$ cat config.mk
export PLATFORM = sky130hd
export DESIGN_NAME = fft_flux_filter
export DESIGN_NICKNAME = d
export VERILOG_FILES = /design/src/logic/fft_pkg.sv /design/src/logic/fft_ewma.sv /design/src/logic/fft_flux_filter.sv
export SDC_FILE = /design/constraint.sdc
export NUM_CORES = 1
export LEC_CHECK = 0
export BUFFER_PORTS_ARGS = -buffer_cell sky130_fd_sc_hd__buf_2
export CAP_MARGIN = 20
export CORE_MARGIN = 1.5
export CORE_UTILIZATION = 40
export DETAILED_ROUTE_END_ITERATION = 6
export PLACE_DENSITY_LB_ADDON = 0.15
export REMOVE_ABC_BUFFERS = 1
export SYNTH_ARGS = -nofsm -noshare
export SYNTH_HDL_FRONTEND = slang
export SYNTH_HIERARCHICAL = 1
export SYNTH_SLANG_ARGS = --single-unit
export TNS_END_PERCENT = 30
$ cat constraint.sdc
create_clock -name i_core_clk -period 11.83 [get_ports i_core_clk]
set_input_delay 1.7745 -clock i_core_clk [delete_from_list [all_inputs] [get_ports i_core_clk]]
set_output_delay 1.7745 -clock i_core_clk [all_outputs]
set_load 0.1 [all_outputs]
$ cat src/logic/fft_pkg.sv
package fft_pkg;
   // word and field widths
   localparam int DATA_W    = 12;
   localparam int FILT_W    = 3;
   localparam int TRIM_W    = 6;
   localparam int SET_W     = FILT_W + TRIM_W;
   localparam int CMD_LEN   = 16;
   localparam int CNT_W     = 5;
   // command field positions, first bit received ends up at the top
   localparam int HDR_MSB   = 15;
   localparam int HDR_LSB   = 14;
   localparam int FILT_MSB  = 13;
   localparam int FILT_LSB  = 11;
   localparam int TRIM_MSB  = 10;
   localparam int TRIM_LSB  = 5;
   localparam int ZERO_MSB  = 4;
   localparam int ZERO_LSB  = 1;
   localparam int PROG_BIT  = 0;
   localparam logic [1:0] CMD_HDR_WRITE = 2'h2;
   localparam logic [3:0] CMD_ZERO_FILL = 4'h0;
   localparam logic [CNT_W-1:0] CMD_LEN_CNT = 5'h10;
   // gain = (TRIM_BASE + code) / 2^TRIM_FRAC, mid code gives unity
   localparam logic [7:0]  TRIM_BASE  = 8'h60;
   localparam int          TRIM_FRAC  = 7;
   localparam logic [12:0] MID_SCALE  = 13'h0800;
   localparam logic [12:0] FULL_SCALE = 13'h0FFF;
   // reset values
   localparam logic [DATA_W-1:0] RESULT_RST = 12'h000;
   localparam logic [SET_W-1:0]  SET_RST    = 9'h000;
endpackage : fft_pkg

$ cat src/logic/fft_ewma.sv
`timescale 1ns/1ps
// trim gain followed by the first-order averaging filter, one result per start
module fft_ewma
   import fft_pkg::*;
(
   // clock and reset
   input  wire logic              i_core_clk,
   input  wire logic              i_nrst,
   // sample request
   input  wire logic              i_start,
   input  wire logic [DATA_W-1:0] i_sample,
   input  wire logic [FILT_W-1:0] i_filt_code,
   input  wire logic [TRIM_W-1:0] i_trim_code,
   // result
   output logic      [DATA_W-1:0] o_result,
   output logic                   o_done
);
   logic signed [13:0] centered;
   logic signed [22:0] product;
   logic signed [13:0] scaled;
   logic signed [13:0] trimmed;
   logic signed [13:0] diff;
   logic signed [13:0] filt_nxt;
   logic [DATA_W-1:0]  prev_r;

   // gain trim
   // deviation from mid scale is scaled, so zero field stays at mid scale
   always_comb begin
      centered = $signed({1'b0, i_sample}) - $signed({1'b0, MID_SCALE});
      product  = centered * $signed({1'b0, TRIM_BASE + {2'b00, i_trim_code}});
      scaled   = 14'(product >>> TRIM_FRAC) + $signed({1'b0, MID_SCALE});
      if (scaled < 0) begin
         trimmed = '0;
      end else if (scaled > $signed({1'b0, FULL_SCALE})) begin
         trimmed = $signed({1'b0, FULL_SCALE});
      end else begin
         trimmed = scaled;
      end
   end

   always_comb begin
      diff     = trimmed - $signed({2'b00, prev_r});
      filt_nxt = $signed({2'b00, prev_r}) + (diff >>> i_filt_code);
   end

   // state kept
   // the filter code is not looked at here, so changing it keeps history
   always_ff @(posedge i_core_clk or negedge i_nrst) begin
      if (!i_nrst) begin
         prev_r <= RESULT_RST;
      end else if (i_start) begin
         prev_r <= filt_nxt[DATA_W-1:0];
      end
   end

   // result mirrors the state, done marks the update
   assign o_result = prev_r;
   always_ff @(posedge i_core_clk or negedge i_nrst) begin
      if (!i_nrst) begin
         o_done <= 1'b0;
      end else begin
         o_done <= i_start;
      end
   end
endmodule : fft_ewma

$ cat src/logic/fft_flux_filter.sv
`timescale 1ns/1ps
module fft_flux_filter
   import fft_pkg::*;
(
   // clock and reset
   input  wire logic              i_core_clk,
   input  wire logic              i_nrst,
   // serial pins from the master
   input  wire logic              i_cs_n,
   input  wire logic              i_sck,
   input  wire logic              i_serial_in,
   // serial data out, driven while selected
   output logic                   o_serial_out,
   output logic                   o_serial_out_oe,
   // conversion result from the converter, same clock
   input  wire logic [DATA_W-1:0] i_conv_data,
   // one-time storage macro
   input  wire logic [SET_W-1:0]  i_otp_bits,
   output logic                   o_otp_prog_pulse,
   output logic      [SET_W-1:0]  o_otp_prog_bits,
   // active settings and filtered word
   output logic      [FILT_W-1:0] o_filt_code,
   output logic      [TRIM_W-1:0] o_trim_code,
   output logic      [DATA_W-1:0] o_result,
   output logic                   o_result_valid
);
   logic [2:0]         cs_sync_r;
   logic [2:0]         sck_sync_r;
   logic [1:0]         serial_in_sync_r;
   logic               cs_fall;
   logic               cs_rise;
   logic               sck_rise;
   logic               sck_fall;
   logic [CMD_LEN-1:0] cmd_r;
   logic [CNT_W-1:0]   bit_cnt_r;
   logic               write_ok;
   logic               pend_r;
   logic [SET_W-1:0]   pend_bits_r;
   logic               booted_r;
   logic               filt_done;
   logic [DATA_W-1:0]  filt_word;
   logic [DATA_W-1:0]  shift_r;

   // pins cross in through two flops; third stage only feeds edge detect
   always_ff @(posedge i_core_clk or negedge i_nrst) begin
      if (!i_nrst) begin
         cs_sync_r        <= 3'h7;
         sck_sync_r       <= 3'h0;
         serial_in_sync_r <= 2'h0;
      end else begin
         cs_sync_r        <= {cs_sync_r[1:0], i_cs_n};
         sck_sync_r       <= {sck_sync_r[1:0], i_sck};
         serial_in_sync_r <= {serial_in_sync_r[0], i_serial_in};
      end
   end

   assign cs_fall  = cs_sync_r[2] && !cs_sync_r[1];
   assign cs_rise  = !cs_sync_r[2] && cs_sync_r[1];
   assign sck_rise = !cs_sync_r[1] && !sck_sync_r[2] && sck_sync_r[1];
   assign sck_fall = !cs_sync_r[1] && sck_sync_r[2] && !sck_sync_r[1];

   // command capture
   // bits past the sixteenth are ignored, a read simply clocks more
   always_ff @(posedge i_core_clk or negedge i_nrst) begin
      if (!i_nrst) begin
         cmd_r     <= '0;
         bit_cnt_r <= '0;
      end else if (cs_fall) begin
         bit_cnt_r <= '0;
      end else if (sck_rise && bit_cnt_r < CMD_LEN_CNT) begin
         cmd_r     <= {cmd_r[CMD_LEN-2:0], serial_in_sync_r[1]};
         bit_cnt_r <= bit_cnt_r + 5'h01;
      end
   end

   assign write_ok = cs_rise && bit_cnt_r == CMD_LEN_CNT
                     && cmd_r[HDR_MSB:HDR_LSB] == CMD_HDR_WRITE
                     && cmd_r[ZERO_MSB:ZERO_LSB] == CMD_ZERO_FILL;

   // preview overrides
   // storage is read on the first edge after release, then writes take over
   always_ff @(posedge i_core_clk or negedge i_nrst) begin
      if (!i_nrst) begin
         booted_r    <= 1'b0;
         o_filt_code <= SET_RST[SET_W-1:TRIM_W];
         o_trim_code <= SET_RST[TRIM_W-1:0];
      end else if (!booted_r) begin
         booted_r    <= 1'b1;
         o_filt_code <= i_otp_bits[SET_W-1:TRIM_W];
         o_trim_code <= i_otp_bits[TRIM_W-1:0];
      end else if (write_ok) begin
         o_filt_code <= cmd_r[FILT_MSB:FILT_LSB];
         o_trim_code <= cmd_r[TRIM_MSB:TRIM_LSB];
      end
   end

   // relies on next command
   // the arm is held until the next select fall; the follow-up is a read
   always_ff @(posedge i_core_clk or negedge i_nrst) begin
      if (!i_nrst) begin
         pend_r      <= 1'b0;
         pend_bits_r <= SET_RST;
      end else if (cs_fall) begin
         pend_r      <= 1'b0;
      end else if (write_ok && cmd_r[PROG_BIT]) begin
         pend_r      <= 1'b1;
         pend_bits_r <= {cmd_r[FILT_MSB:FILT_LSB], cmd_r[TRIM_MSB:TRIM_LSB]};
      end
   end

   always_ff @(posedge i_core_clk or negedge i_nrst) begin
      if (!i_nrst) begin
         o_otp_prog_pulse <= 1'b0;
         o_otp_prog_bits  <= SET_RST;
      end else begin
         o_otp_prog_pulse <= cs_fall && pend_r;
         if (cs_fall && pend_r) begin
            o_otp_prog_bits <= pend_bits_r | i_otp_bits;
         end
      end
   end

   fft_ewma u_ewma (
      .i_core_clk  (i_core_clk),
      .i_nrst      (i_nrst),
      .i_start     (cs_fall),
      .i_sample    (i_conv_data),
      .i_filt_code (o_filt_code),
      .i_trim_code (o_trim_code),
      .o_result    (filt_word),
      .o_done      (filt_done)
   );

   // result word and its strobe, registered at the top
   always_ff @(posedge i_core_clk or negedge i_nrst) begin
      if (!i_nrst) begin
         o_result       <= RESULT_RST;
         o_result_valid <= 1'b0;
      end else begin
         o_result_valid <= filt_done;
         if (filt_done) begin
            o_result <= filt_word;
         end
      end
   end

   // output shifter, msb first, advanced on falling serial clock
   always_ff @(posedge i_core_clk or negedge i_nrst) begin
      if (!i_nrst) begin
         shift_r         <= RESULT_RST;
         o_serial_out    <= 1'b0;
         o_serial_out_oe <= 1'b0;
      end else begin
         o_serial_out_oe <= !cs_sync_r[1];
         if (filt_done) begin
            shift_r      <= filt_word;
            o_serial_out <= filt_word[DATA_W-1];
         end else if (sck_fall) begin
            shift_r      <= {shift_r[DATA_W-2:0], 1'b0};
            o_serial_out <= shift_r[DATA_W-2];
         end
      end
   end
endmodule : fft_flux_filter

==> metrics.cfg, run 1 <==
[final_layout]
multi_input_area_sq_mm=0.00566
layout_common_cells=148 x inv_1, 95 x nand2_1, 95 x dfrtp_1, 79 x fa_1, 59 x o21ai_0
area_growth_pct=10.2
regArea_sq_mm=0.00246
fillers=2091
drive_gt1_share_pct=15.1
layout.cells.most_common=inv_1
antenna-diode-count=0
final_nets=1124

[global_routing]
antenna_found_initial=0
use_met2_pct=26.6
track_usage_pct=16.6
grt_use_met3_pct=2.83
grt_pass1_vias=6118
grtUsageMet1_pct=23.3
grt_max_degree=63
grt_pass1_wl_um=29900
grt_busiest_layer=met2
grt_overflow=0

[route]
avgRoutedWirePerCell_um=14.3
dr.pass1.iters=4
drtIter0Drc=201
drcViolationCount=0
totalWireLength_um=17700
antenna_left=0
viasPerCell=5.02
vias=6233

[run]
max_cap_violations=0

[timing]
hold_viol=0
tightest_slew_ps=1010
skew_ps=17.1
setup_violations=0
rsz0062_at_grt=no
fin_crit_sh_pct=92.6
slew-limit-headroom_pct=33.0
drv_slew=0
max_freq_mhz=91.3
setup_tns_ps=0
fin_crit_ps=10960

[worst_hold_path]
hold_class=reg2reg
hold_end=sck_sync_r[1]$_DFF_PN0_
hold_path.startpoint=sck_sync_r[0]$_DFF_PN0_
holdPathStages=0

[clock_tree]
cts_buffer_depth=2
cts_num_sinks=98
htreeDepth=3
clkTransAtPathRegs_ps=70
cts_resized=0
clock-root-buffer=clkbuf_16
insertion_delay_ps=360
cts_tree=yes
cts_buffers=9
ctsHoldBuffers=0
cts_setup_buffers=0

[worst_setup_path]
reg2reg_depth=39
cpMaxStageDelayCell=fa_1
end_kind=flop
cp.required_ps=12070
crit_top_cell=fa_1
cp.arrival_ps=11190
startpoint=i_conv_data[11]
critPathLaunchType=input pin
cpPeakStageDelay_ps=560
r2r_end=u_ewma/o_result[11]$_DFFE_PN0P_
critPathKind=in2reg
regToRegSetupSlack_ps=1550
cp_max_fo=10
r2r-start=o_trim_code[5]$_DFFE_PN0P_

[logic_synthesis]
synth_area_leaders=dfrtp_1 27%, fa_1 18%, ha_1 8.2%
synth.top_cell.area_share_pct=27.2
ys_ff_latch=98
synth-async-reset-ratio_pct=100
synth_top_area_cell=dfrtp_1
syn_inst=906
yosysSeqAreaShare_pct=28.1
synth-edff-count=0
postSynthAreaPerCell_sq_um=9.66
ys.flop_type=dfrtp_1
synth_cell_types=68
synth_warnings=6
synthesis.area_sq_mm=0.00875

[floorplan]
core_area_sq_mm=0.0212
io_pins=60
start_util_pct=41.2
dieWidth_um=151
rows=53
die_h_um=151
die_area_sq_mm=0.0228

[placement]
gp_congestion=0.805
io_buffers=59
dp_hpwl_um=13900

[outcome]
status=finished, final reports clean

==> area by class of cell <==
| type | count | share of cell area (%) |
|---|---|---|
| inverter | 149 | 5.80 |
| clock buffer | 9 | 2.34 |
| multi-input combinational | 641 | 58.7 |
| timing repair buffer | 63 | 3.40 |
| tap | 275 | 3.57 |
| clock inverter | 6 | 0.753 |
| sequential | 98 | 25.5 |
==> critical path, delay by kind of cell <==
| kind | cells | cell delay [ps] |
|---|---|---|
| adder cells (fa/ha/maj) | 9 | 3430 |
| AO/OA/AOI/OAI | 14 | 3190 |
| AND/OR/NAND/NOR | 6 | 990 |
| XOR/XNOR | 6 | 970 |
| multiplexers | 2 | 420 |
| buffers and inverters | 5 | 390 |
==> registers in the layout (all words and copies together), names as in the netlist, 2 cells and up <==
register and flops:
pend_bits_r 9, cs_sync_r 3, serial_in_sync_r 2, sck_sync_r 3, shift_r 11, cmd_r 16
o_otp_prog_bits 9, o_filt_code 3, o_result 12, u_ewma/o_result 12, bit_cnt_r 5, o_trim_code 6
==> cell families after synthesis <==
logic type	count (synthesis)	synth area share (%)
and+or+nand+nor	223	13.0
AOI/OAI and AO/OA	163	11.5
DFF	98	28.1
muxes	78	10.2
xor gates and xnor gates	31	3.19
buffers and inverters	174	7.72
other	3	0.129
adders and majority gates	136	26.2
==> worst max-delay path by stage <==
stage / to / slack [ps] / depth (start not counted)
2_1_floorplan: u_ewma/o_result[11]$_DFFE_PN0P_ / 1060 / 40
3_3_place_gp: u_ewma/o_result[11]$_DFFE_PN0P_ / 410 / 42
3_5_place_dp: u_ewma/o_result[11]$_DFFE_PN0P_ / 190 / 41
4_1_cts: u_ewma/o_result[11]$_DFFE_PN0P_ / 550 / 41
5_1_grt: u_ewma/o_result[11]$_DFFE_PN0P_ / 90 / 42
6_report: u_ewma/o_result[11]$_DFFE_PN0P_ / 870 / 42
==> cell usage after synthesis (3+ instances only) <==
| master | n |
|---|---|
| mux2i_1 | 27 |
| a21o_1 | 10 |
| dfstp_2 | 3 |
| nand3_1 | 3 |
| a21oi_1 | 40 |
| nand3b_1 | 5 |
| o22ai_1 | 4 |
| o21ai_0 | 59 |
| a21boi_0 | 3 |
| nand2b_1 | 12 |
| mux2_2 | 40 |
| mux2_4 | 10 |
| nor2b_1 | 13 |
| ha_1 | 57 |
| o21a_1 | 9 |
| clkbuf_1 | 19 |
| o21bai_1 | 6 |
| nand2_1 | 95 |
| or3_1 | 7 |
| a211oi_1 | 6 |
| xor2_1 | 8 |
| nor2_1 | 33 |
| inv_1 | 148 |
| fa_1 | 79 |
| and2_1 | 20 |
| o31ai_1 | 4 |
| and3_1 | 4 |
| a211o_1 | 3 |
| conb_1 | 3 |
| dfrtp_1 | 95 |
| nor3_1 | 11 |
| xnor2_1 | 22 |
| a31oi_1 | 4 |
==> stage by stage <==
step / setup WS, ps / hold WS (ps) / std cells / utilization, % / area [sq um]
finish: 872 / 349 / 1241 / 45.4 / 9640
global route: 90.1 / 352 / 1241 / 45.4 / 9640
CTS: 551 / 351 / 1241 / 45.4 / 9630
detailed placement: 186 / 335 / 1226 / 44.0 / 9340
floorplan: 1060 / 331 / 888 / - / 8660
global placement: 410 / 334 / 1226 / 44.0 / 9340
==> metal layers <==
layer	vias up	part of all wire, %
met1	3035	49
met5	-	0
met3	18	2.7
met2	91	46
met4	0	1.5
li1	3089	-
Power of run 1 is left out: the tool's default activity adds up to more than one toggle a clock period on the data nets, which glitch-free logic cannot reach.
==> run 2, diff against run 1 <==
--- a/config.mk
+++ b/config.mk
@@ -14,6 +14,5 @@
 export REMOVE_ABC_BUFFERS = 1
 export SYNTH_ARGS = -nofsm -noshare
 export SYNTH_HDL_FRONTEND = slang
-export SYNTH_HIERARCHICAL = 1
 export SYNTH_SLANG_ARGS = --single-unit
 export TNS_END_PERCENT = 30
==> run 2 against run 1 <==
Net effect:
- non-clock buffer count increased by 4
- routed wire length increased by 3.4%
- final cell count increased by 0.40%
- highest routed layer unchanged
==> metrics.cfg, run 2 <==
[outcome]
status=finished, final reports clean

[worst_setup_path]
cp_max_fo=9
cp.arrival_ps=11290
cpPeakStageDelay_ps=550
cpMaxStageDelayCell=fa_1
path_buf_inv=5
cp.required_ps=12050
critPathKind=in2reg
path_delay_family=compound AO/OA/AOI/OAI gates
critPathLaunchType=input pin
end_kind=flop

[final_layout]
top_register=cmd_r
layout.cells.most_common=inv_1
drive_gt1_share_pct=15.4
final_nets=1126
largest_reg_flops=16
reg_top3=cmd_r (16), o_result (12), u_ewma.o_result (12)
area_growth_pct=10.5
layout_common_cells=142 x inv_1, 99 x nand2_1, 95 x dfrtp_1, 69 x fa_1, 65 x ha_1
fillers=2136
antenna-diode-count=0

[global_routing]
grt_pass1_vias=6265
track_usage_pct=17.1
grt_max_degree=75
grt_overflow=0
grt_pass1_wl_um=31000
antenna_found_initial=0

[logic_synthesis]
synth_xor_area_share_pct=3.04
yosysSeqAreaShare_pct=28.4
synthTopCellsByCount=142 x inv_1, 99 x nand2_1, 95 x dfrtp_1, 69 x fa_1, 65 x ha_1
synth_cell_types=68
ys_ff_latch=98
yosysMostFrequentCell=inv_1
synth_area_leaders=dfrtp_1 27%, fa_1 16%, ha_1 9.4%
synthesis.area_sq_mm=0.00865
postSynthAreaPerCell_sq_um=9.34
synth_warnings=0
synth_top_family_by_area=adder cells
synth-edff-count=0
ys.flop_type=dfrtp_1
synth_top_area_cell=dfrtp_1
syn_inst=926
synthAdderAreaFrac_pct=25.4
synth.top_cell.area_share_pct=27.5
synth-async-reset-ratio_pct=100
synth-compound-area-share_pct=14.7
synth_mux_area_share_pct=7.74
synth-simple-area-share_pct=12.6

[clock_tree]
insertion_delay_ps=350
ctsHoldBuffers=0
clkTransAtPathRegs_ps=80
htreeDepth=3
cts_num_sinks=98
cts_tree=yes
cts_buffer_depth=2
clock-root-buffer=clkbuf_16
cts_buffers=9

[route]
dr.pass1.iters=4
vias=6298
antenna_left=0
avgRoutedWirePerCell_um=14.7
totalWireLength_um=18300
drcViolationCount=0
viasPerCell=5.05
drtIter0Drc=196

[timing]
setup_violations=0
slew-limit-headroom_pct=29.1
fin_crit_ps=11070
tightest_slew_ps=1060
hold_viol=0
rsz0062_at_grt=no
max_freq_mhz=90.3
fin_crit_sh_pct=93.6
skew_ps=14.6
drv_slew=0
setup_tns_ps=0

[floorplan]
start_util_pct=41.0
io_pins=60
die_h_um=150
dieWidth_um=150
core_area_sq_mm=0.0211
die_area_sq_mm=0.0225
rows=53

[placement]
dp_hpwl_um=14300
gp_congestion=0.781
io_buffers=59

[run]
max_cap_violations=0

[worst_hold_path]
hold_class=reg2reg

run 2: stage by stage:
step,instance area (sq um),utilization (%),hold slack (ps),setup WS [ps],cells
2_1_floorplan,8500,-,331,449,888
3_3_place_gp,9190,43.6,333,234,1228
3_5_place_dp,9190,43.6,336,32.6,1228
4_1_cts,9490,45.0,352,377,1244
5_1_grt,9560,45.3,353,36.5,1246
6_report,9560,45.3,348,756,1246
run 2: layer usage:
metal  routed length, um  global-route usage [%]  part of all wire [%]
met1                9060                    24.2                    50
met2                8560                    28.1                    47
met3                 337                    1.83                   1.8
met4                 323                    4.22                   1.8
met5                   0                       0                     0
run 2: kinds of logic after synthesis:
kind of cell    after synthesis
fa+ha+maj                   134
simple gates                231
compound gates              185
other cells                   2
flops                        98
mux                          63
buf+inv                     183
xor+xnor                     30
run 2: area by class of cell:
class / count / area [sq um] / area share [%]
Multi-Input combinational cell: 645 / 5560 / 58.1
Inverter: 145 / 544 / 5.69
Clock buffer: 9 / 225 / 2.36
Clock inverter: 7 / 71.3 / 0.746
Sequential cell: 98 / 2460 / 25.7
Timing Repair Buffer: 67 / 362 / 3.78
Tap cell: 275 / 344 / 3.60
run 2: worst paths after layout:
path | startpoint | end | slack (ps) | cells past startpoint
setup / recovery | i_conv_data[11] | u_ewma.o_result[11]$_DFFE_PN0P_ | 760 | 42
hold / removal | serial_in_sync_r[0]$_DFF_PN0_ | serial_in_sync_r[1]$_DFF_PN0_ | 350 | 0
setup reg to reg | o_trim_code[5]$_DFFE_PN0P_ | u_ewma.o_result[11]$_DFFE_PN0P_ | 1550 | 40
hold reg to reg | serial_in_sync_r[0]$_DFF_PN0_ | serial_in_sync_r[1]$_DFF_PN0_ | 350 | 0
max in group asynchronous | i_nrst | o_trim_code[5]$_DFFE_PN0P_ | 9220 | 2
min in group asynchronous | i_nrst | o_result[8]$_DFFE_PN0P_ | 1330 | 1
run 2: worst reg2reg max path, delay by kind of cell (launching register included):
family / cells / cell delay, ps
XOR/XNOR: 5 / 850
AND/OR/NAND/NOR: 5 / 970
adder cells (fa/ha/maj): 8 / 3240
buffers and inverters: 3 / 350
AO/OA/AOI/OAI: 17 / 3600
multiplexers: 2 / 300
flip-flops: 1 / 850
run 2: repair_timing:
item | CTS | global route
endpoints found under the setup margin | 0 | 3
resized for setup | 0 | 13
setup buffers | 0 | 1
Power of run 2 is left out for the same reason.
